### src/hw/bmmc_pkg.sv
// Purpose: shared types and constants for the boot mode and module control block
// Assumes: one 50 MHz clock, asynchronous active-low reset
// Notes: boot mode encodings and timer pulse length live here
package bmmc_pkg;
  typedef enum logic [2:0] {
    BMMC_BOOT_EPROM,
    BMMC_BOOT_HOST,
    BMMC_BOOT_LINK,
    BMMC_BOOT_NONE,
    BMMC_BOOT_RESERVED
  } bmmc_boot_mode_t;

  typedef struct packed {
    logic eprom_boot_select;
    logic link_boot_select;
    logic boot_memory_select;
  } bmmc_straps_t;

  localparam int unsigned BMMC_NUM_PROC = 4;
  localparam int unsigned BMMC_TIMEXP_CYCLES = 4;
  localparam logic [2:0] BMMC_TIMEXP_LOAD = 3'h4;
  localparam int unsigned BMMC_TIMER_COUNT_VALUE_W = 32;
  localparam int unsigned BMMC_ID_W = 3;
  localparam int unsigned BMMC_SYNC_W = 3;
endpackage

### src/hw/bmmc_top.sv
// Purpose: boot mode selection, boot chip select, timer-expired pulses and test chain
// Assumes: strap pins are static, test pins are slow against the system clock
// Notes: test chain is a bypass model, one flop per processor
`timescale 1ns/1ps
`default_nettype none
module bmmc_top
  import bmmc_pkg::*;
(
  // System
  input wire logic clock,
  input wire logic arst_n,
  // Boot straps
  input wire bmmc_straps_t straps,
  input wire logic bus_master,
  input wire logic boot_cs_request,
  // Boot memory select pin
  output logic boot_mem_chip_select_o,
  output logic boot_mem_chip_select_oe,
  // Boot mode status
  output bmmc_boot_mode_t boot_mode,
  output logic eprom_boot_cfg,
  output logic link_boot_cfg,
  output logic boot_8bit_eprom,
  // Timers
  input wire logic [BMMC_NUM_PROC-1:0] timer_enable,
  input wire logic [BMMC_NUM_PROC-1:0] timer_count_zero,
  output logic [BMMC_NUM_PROC-1:0] timer_expired_out,
  // Shared flag and ids
  input wire logic [BMMC_NUM_PROC-1:0] shared_flag_drive,
  output logic shared_flag_line,
  output logic [BMMC_NUM_PROC*BMMC_ID_W-1:0] proc_id,
  // Test port
  input wire logic tck,
  input wire logic tms,
  input wire logic tdi,
  input wire logic trst_n,
  output logic tdo,
  output logic test_reset_state
);

  // ==========================================================
  // Input synchronisers
  // Straps and test pins come from outside; two flops before use.
  logic [BMMC_SYNC_W-1:0] strap_s1_reg, strap_s2_reg;
  logic [3:0] tst_s1_reg, tst_s2_reg, tst_prev_reg;
  always_ff @(posedge clock or negedge arst_n) begin
    if (!arst_n) begin
      strap_s1_reg <= '0;
      strap_s2_reg <= '0;
      tst_s1_reg <= 4'h0;
      tst_s2_reg <= 4'h0;
      tst_prev_reg <= 4'h0;
    end else begin
      strap_s1_reg <= straps;
      strap_s2_reg <= strap_s1_reg;
      tst_s1_reg <= {trst_n, tdi, tms, tck};
      tst_s2_reg <= tst_s1_reg;
      tst_prev_reg <= tst_s2_reg;
    end
  end

  // ==========================================================
  // Boot mode decode and capture
  bmmc_straps_t strap_sync;
  assign strap_sync = bmmc_straps_t'(strap_s2_reg);
  bmmc_boot_mode_t mode_next, mode_reg;
  logic captured_reg;
  wire e_sel = strap_sync.eprom_boot_select;
  wire l_sel = strap_sync.link_boot_select;
  wire b_sel = strap_sync.boot_memory_select;
  // Reserved strap combinations fall to the reserved code; system must avoid them.
  assign mode_next = (e_sel && !l_sel) ? BMMC_BOOT_EPROM :
                     (e_sel) ? BMMC_BOOT_RESERVED :
                     (!l_sel && !b_sel) ? BMMC_BOOT_NONE :
                     (!l_sel && b_sel) ? BMMC_BOOT_HOST :
                     (l_sel && b_sel) ? BMMC_BOOT_LINK :
                     BMMC_BOOT_RESERVED;

  // Capture a few cycles after release so the synchroniser has filled.
  logic [1:0] settle_reg;
  always_ff @(posedge clock or negedge arst_n) begin
    if (!arst_n) begin
      settle_reg <= 2'h0;
      captured_reg <= 1'b0;
      mode_reg <= BMMC_BOOT_NONE;
    end else begin
      if (settle_reg != 2'h3) settle_reg <= settle_reg + 2'h1;
      if (settle_reg == 2'h3 && !captured_reg) begin
        captured_reg <= 1'b1;
        mode_reg <= mode_next;
      end
    end
  end
  assign boot_mode = mode_reg;
  assign eprom_boot_cfg = captured_reg && (mode_reg == BMMC_BOOT_EPROM);
  assign link_boot_cfg = captured_reg && (mode_reg == BMMC_BOOT_LINK);
  assign boot_8bit_eprom = eprom_boot_cfg;

  // ==========================================================
  // Boot chip select pin (active low, driven only by bus master in EPROM mode)
  // Registered so the pin never glitches while the request decodes
  logic cs_o_reg;
  always_ff @(posedge clock or negedge arst_n) begin
    if (!arst_n) cs_o_reg <= 1'b1;
    else cs_o_reg <= !(boot_cs_request && eprom_boot_cfg);
  end
  assign boot_mem_chip_select_oe = eprom_boot_cfg && bus_master;
  assign boot_mem_chip_select_o = cs_o_reg;

  // ==========================================================
  // Timer expired pulses, one counter per processor
  genvar g;
  generate
    for (g = 0; g < BMMC_NUM_PROC; g++) begin : g_tmr
      logic [2:0] tx_cnt_reg;
      wire fire = timer_enable[g] && timer_count_zero[g];
      always_ff @(posedge clock or negedge arst_n) begin
        if (!arst_n) tx_cnt_reg <= 3'h0;
        else if (fire) tx_cnt_reg <= BMMC_TIMEXP_LOAD;
        else if (tx_cnt_reg != 3'h0) tx_cnt_reg <= tx_cnt_reg - 3'h1;
      end
      assign timer_expired_out[g] = (tx_cnt_reg != 3'h0);
      // A new expiry reloads the count, so a retrigger only stretches the pulse
      a_timexp_len: assert property (@(posedge clock) disable iff (!arst_n)
        fire |=> timer_expired_out[g] [*4])
        else $error("timer pulse too short");
      a_timexp_end: assert property (@(posedge clock) disable iff (!arst_n)
        fire ##1 (!fire) [*4] |=> !timer_expired_out[g])
        else $error("timer pulse too long");
      assign proc_id[g*BMMC_ID_W +: BMMC_ID_W] = BMMC_ID_W'(g + 1);
    end
  endgenerate
  // Open-drain style wired-low shared line
  assign shared_flag_line = ~|shared_flag_drive;

  // ==========================================================
  // Test chain: sampled test clock edges, four bypass stages A to D
  // Idle-low reset value: no false test clock edge right after reset
  wire tck_rise = tst_s2_reg[0] && !tst_prev_reg[0];
  wire tms_s = tst_s2_reg[1];
  wire tdi_s = tst_s2_reg[2];
  wire trst_s_n = tst_s2_reg[3];
  logic [BMMC_NUM_PROC-1:0] chain_reg;
  logic [2:0] tms_ones_reg;
  logic tdo_reg;
  always_ff @(posedge clock or negedge arst_n) begin
    if (!arst_n) begin
      chain_reg <= '0;
      tms_ones_reg <= 3'h0;
      tdo_reg <= 1'b0;
    end else if (!trst_s_n) begin
      tms_ones_reg <= 3'h0;
      chain_reg <= '0;
    end else if (tck_rise) begin
      // Five consecutive TMS highs reach test-logic-reset
      if (!tms_s) tms_ones_reg <= 3'h0;
      else if (tms_ones_reg != 3'h5) tms_ones_reg <= tms_ones_reg + 3'h1;
      chain_reg <= {chain_reg[BMMC_NUM_PROC-2:0], tdi_s};
      tdo_reg <= chain_reg[BMMC_NUM_PROC-1];
    end
  end
  assign tdo = tdo_reg;
  assign test_reset_state = !trst_s_n || (tms_ones_reg == 3'h5);

  // ==========================================================
  // Checks
  // Pin drive follows the captured mode, never the live straps
  a_eprom_drive: assert property (@(posedge clock) disable iff (!arst_n)
    boot_mem_chip_select_oe |-> (mode_reg == BMMC_BOOT_EPROM && bus_master))
    else $error("chip select driven outside EPROM mode");
  a_master_only: assert property (@(posedge clock) disable iff (!arst_n)
    !bus_master |-> !boot_mem_chip_select_oe)
    else $error("non master drives chip select");
  a_no_boot: assert property (@(posedge clock) disable iff (!arst_n)
    (settle_reg == 2'h3 && !captured_reg && !e_sel && !l_sel && !b_sel) |=> mode_reg == BMMC_BOOT_NONE)
    else $error("no-boot not selected");
  a_host_boot: assert property (@(posedge clock) disable iff (!arst_n)
    (settle_reg == 2'h3 && !captured_reg && !e_sel && !l_sel && b_sel) |=> mode_reg == BMMC_BOOT_HOST)
    else $error("host boot not selected");
  a_link_boot: assert property (@(posedge clock) disable iff (!arst_n)
    (settle_reg == 2'h3 && !captured_reg && !e_sel && l_sel && b_sel) |=> link_boot_cfg)
    else $error("link boot not selected");
  a_mode_hold: assert property (@(posedge clock) disable iff (!arst_n)
    captured_reg |=> $stable(mode_reg))
    else $error("boot mode changed after capture");
  a_trst_reset: assert property (@(posedge clock) disable iff (!arst_n)
    !trst_s_n |=> (tms_ones_reg == 3'h0 && chain_reg == '0))
    else $error("test reset ignored");
  a_float_eprom: assert property (@(posedge clock) disable iff (!arst_n)
    (mode_reg != BMMC_BOOT_EPROM) |-> !boot_mem_chip_select_oe)
    else $error("pin output outside EPROM mode");
  a_cs_assert: assert property (@(posedge clock) disable iff (!arst_n)
    (boot_cs_request && eprom_boot_cfg) |=> !boot_mem_chip_select_o)
    else $error("chip select not asserted on request");
  c_eprom: cover property (@(posedge clock) disable iff (!arst_n) boot_mem_chip_select_oe && !boot_mem_chip_select_o);
  c_link: cover property (@(posedge clock) disable iff (!arst_n) link_boot_cfg);
  c_timexp: cover property (@(posedge clock) disable iff (!arst_n) $rose(timer_expired_out[3]));
  c_tlr: cover property (@(posedge clock) disable iff (!arst_n) trst_s_n && tms_ones_reg == 3'h5);
  c_no_boot: cover property (@(posedge clock) disable iff (!arst_n) captured_reg && mode_reg == BMMC_BOOT_NONE);

endmodule // bmmc_top
`default_nettype wire

### config.mk
export PLATFORM = sky130hd
export DESIGN_NAME = bmmc_top
export DESIGN_NICKNAME = d
export VERILOG_FILES = /design/src/hw/bmmc_pkg.sv /design/src/hw/bmmc_top.sv
export SDC_FILE = /design/constraint.sdc
export NUM_CORES = 1
export LEC_CHECK = 0
export BUFFER_PORTS_ARGS = -buffer_cell sky130_fd_sc_hd__buf_2
export CORE_UTILIZATION = 50
export DETAILED_ROUTE_END_ITERATION = 10
export HOLD_SLACK_MARGIN = 0.05
export PLACE_DENSITY = 0.79
export SLEW_MARGIN = 40
export SYNTH_ARGS = -nofsm -noshare
export SYNTH_HDL_FRONTEND = slang
export SYNTH_SLANG_ARGS = --single-unit
### constraint.sdc
create_clock -name clock -period 2.9 [get_ports clock]
set_clock_uncertainty 0.05 [all_clocks]
set_input_delay 0.29 -clock clock [delete_from_list [all_inputs] [get_ports clock]]
set_output_delay 0.29 -clock clock [all_outputs]
set_load 0.01 [all_outputs]
==> impl_metrics.py <==
metrics = {
    "run_status": {
        "status": "finished, final reports clean",
    },
    "power": {
        "power.density_nw_per_um2": 781,
        "vdd_drop_max_v": 0.000519,
        "finalPower_mw": 1.79,
        "p_leak_nw": 1.11,
    },
    "place": {
        "place.gp.congestion": 0.745,
        "io_buffers": 37,
        "hpwl_um": 2050,
    },
    "setup_path": {
        "endpoint_kind": "output port",
        "cp_max_fo": 4,
        "cp-start-kind": "flip-flop",
        "critPathArrivalTime_ns": 1.33,
        "crit_type": "reg2out",
        "required_ns": 2.56,
    },
    "synth": {
        "synthFlopType": "dfrtp_1",
        "synth-edff-count": 0,
        "synth_top_family_by_area": "simple AND/OR/NAND/NOR gates",
        "yosys.area_share.xor_xnor_pct": 2.31,
        "synth_simple_gate_area_share_pct": 13.5,
        "synthMuxAreaShare_pct": 2.44,
        "synthesis.area_um2": 1900,
        "syn_avg_cell_area_um2": 11.6,
        "synth-compound-area-share_pct": 8.38,
        "yosys-top-cells-area": "dfrtp_1 (51%), ha_1 (9.2%), buf_4 (5.1%)",
        "synth_adder_area_share_pct": 9.23,
        "synth-seq-cells": 42,
        "yosysSeqAreaShare_pct": 55.6,
        "ys.warnings.count": 0,
        "yosysTopAreaCell": "dfrtp_1",
        "yosysUniqueCellTypes": 32,
        "netlist_instances": 164,
        "synthArstFlopShare_pct": 100,
        "synth_top_area_share_pct": 51.5,
    },
    "cells_and_area": {
        "multi_input_area_um2": 726,
        "regArea_um2": 1050,
        "area_growth_pct": 20.5,
        "largest_register_ffs": 12,
        "n_antenna_cell": 0,
        "layout-drive-gt1-share_pct": 25.5,
        "final_cell_mix": "dfrtp_1 (39), buf_2 (36), nand2_1 (18)",
        "layout_commonest_cell": "dfrtp_1",
        "nNetsFinal": 248,
        "fillers": 292,
    },
    "timing": {
        "clock.fmax_ghz": 0.598,
        "period_share_pct": 57.7,
        "setup_viol": 0,
        "slew_viol_final": 0,
        "setup_tns_ns": 0,
        "worst_pin_slew_ns": 0.508,
        "relSlewSlack_pct": 66.2,
        "timing.final.hold_violations": 0,
        "rsz0062_at_grt": "false",
        "period_minus_slack_ns": 1.67,
    },
    "routing": {
        "detail-route-antenna-nets": 0,
        "drt-initial-drc-count": 28,
        "drcViolationCount": 0,
        "vias": 1263,
        "routed_wl_um": 2970,
        "vias_per_cell": 4.86,
        "first_pass_iters": 4,
        "post_drt_wl_per_cell_um": 11.4,
    },
    "floorplan": {
        "rows": 22,
        "start_util_pct": 51.8,
        "die_x_um": 63.6,
        "core_area_um2": 3660,
        "die_area_um2": 4040,
        "die_h_um": 63.6,
        "ios": 50,
    },
    "clock_network": {
        "clock_latency_ns": 0.29,
        "cts-root-buf": "clkbuf_8",
        "clock_path_buffers": 2,
        "cts_buffers": 5,
        "cts_num_sinks": 42,
        "cts_tree": "built",
        "clkSlewWorstSetupHoldPaths_ns": 0.08,
        "cts_max_level": 2,
    },
    "run": {
        "drv_cap": 0,
    },
    "global_route": {
        "grt_pass1_wl_um": 5090,
        "grt_usage_pct": 16.7,
        "antenna_found_initial": 0,
        "grt_max_degree": 43,
        "grt_overflow_total": 0,
        "first_global_vias": 1195,
    },
    "worst_hold_path": {
        "hp-class": "in2reg",
    },
}
## what timing repair did
item                       in CTS  in global routing
hold endpoints to repair       44                  1
buffers inserted                0                  0
setup endpoints to repair       0                  0
gates resized for setup         0                  0
hold buffers                    6                  1
## where the power goes
part           leakage (nW)  switching [mW]  total, mW  internal, mW
Sequential            0.497          0.0620      0.754         0.692
Combinational         0.545           0.242      0.468         0.227
Clock                0.0714           0.197      0.564         0.367
Total                  1.11           0.500       1.79          1.29
## kinds of logic after synthesis
logic type                 Yosys count
buffers and inverters               26
DFF                                 42
adders and majority gates           14
and+or+nand+nor                     47
xor gates and xnor gates             5
other                                2
muxes                                4
AOI/OAI and AO/OA                   24
## worst max-delay path, stage by stage (launching register included)
cell and delay, ns:
dfstp_2 0.39, nor4b_2 0.36, and2_1 0.17, buf_2 0.12
## layout make-up
type	count	share of cell area, %
well taps	48	2.63
inverters	12	1.97
multi-input cells	106	31.7
clock buffers	6	3.61
repair buffers	44	11.3
flip-flops and latches	42	46.1
clock inverters	2	2.63
## synth_stat cells (4+ instances only)
library cell	count
nand2_1	18
inv_1	12
a21oi_1	10
nand2b_1	6
a221oi_1	4
dfrtp_1	39
buf_4	13
xnor2_1	5
nor2_1	9
ha_1	14
## path summary, 6_finish.rpt
kind / cells after the start / from / slack [ns] / end
setup / recovery: 3 / boot_mode[0]$_DFFE_PN1P_ / 1.23 / boot_mem_chip_select_oe
hold / removal: 2 / boot_cs_request / 0.06 / boot_mem_chip_select_o$_DFF_PN1_
setup reg to reg: 5 / g_tmr[1].tx_cnt_reg[0]$_DFFE_PN0P_ / 1.64 / g_tmr[1].tx_cnt_reg[1]$_DFFE_PN0P_
hold reg to reg: 0 / tst_s1_reg[3]$_DFF_PN0_ / 0.30 / tst_s2_reg[3]$_DFF_PN0_
max in group asynchronous: 2 / arst_n / 1.98 / boot_mem_chip_select_o$_DFF_PN1_
min in group asynchronous: 2 / arst_n / 0.45 / strap_s1_reg[2]$_DFF_PN0_
## layer usage
layer	vias up	wire (µm)	GRT usage, %
li1	617	-	-
met1	609	1320	20.0
met2	32	1470	27.5
met3	5	129	5.62
met4	0	46	6.53
met5	-	0	0
## through the flow
step | utilization [%] | std cells | hold slack [ns] | instance area [µm²] | worst slack (ns)
2_1_floorplan | - | 174 | -0.0556 | 1930 | 1.47
5_1_grt | 62.4 | 260 | 0.0544 | 2290 | 1.14
3_5_place_dp | 56.6 | 245 | 0.249 | 2070 | 1.53
4_1_cts | 62.2 | 259 | 0.0541 | 2280 | 1.21
3_3_place_gp | 56.6 | 245 | 0.283 | 2070 | 1.57
6_report | 62.4 | 260 | 0.0592 | 2290 | 1.23
(Power assumes the default switching activity.)
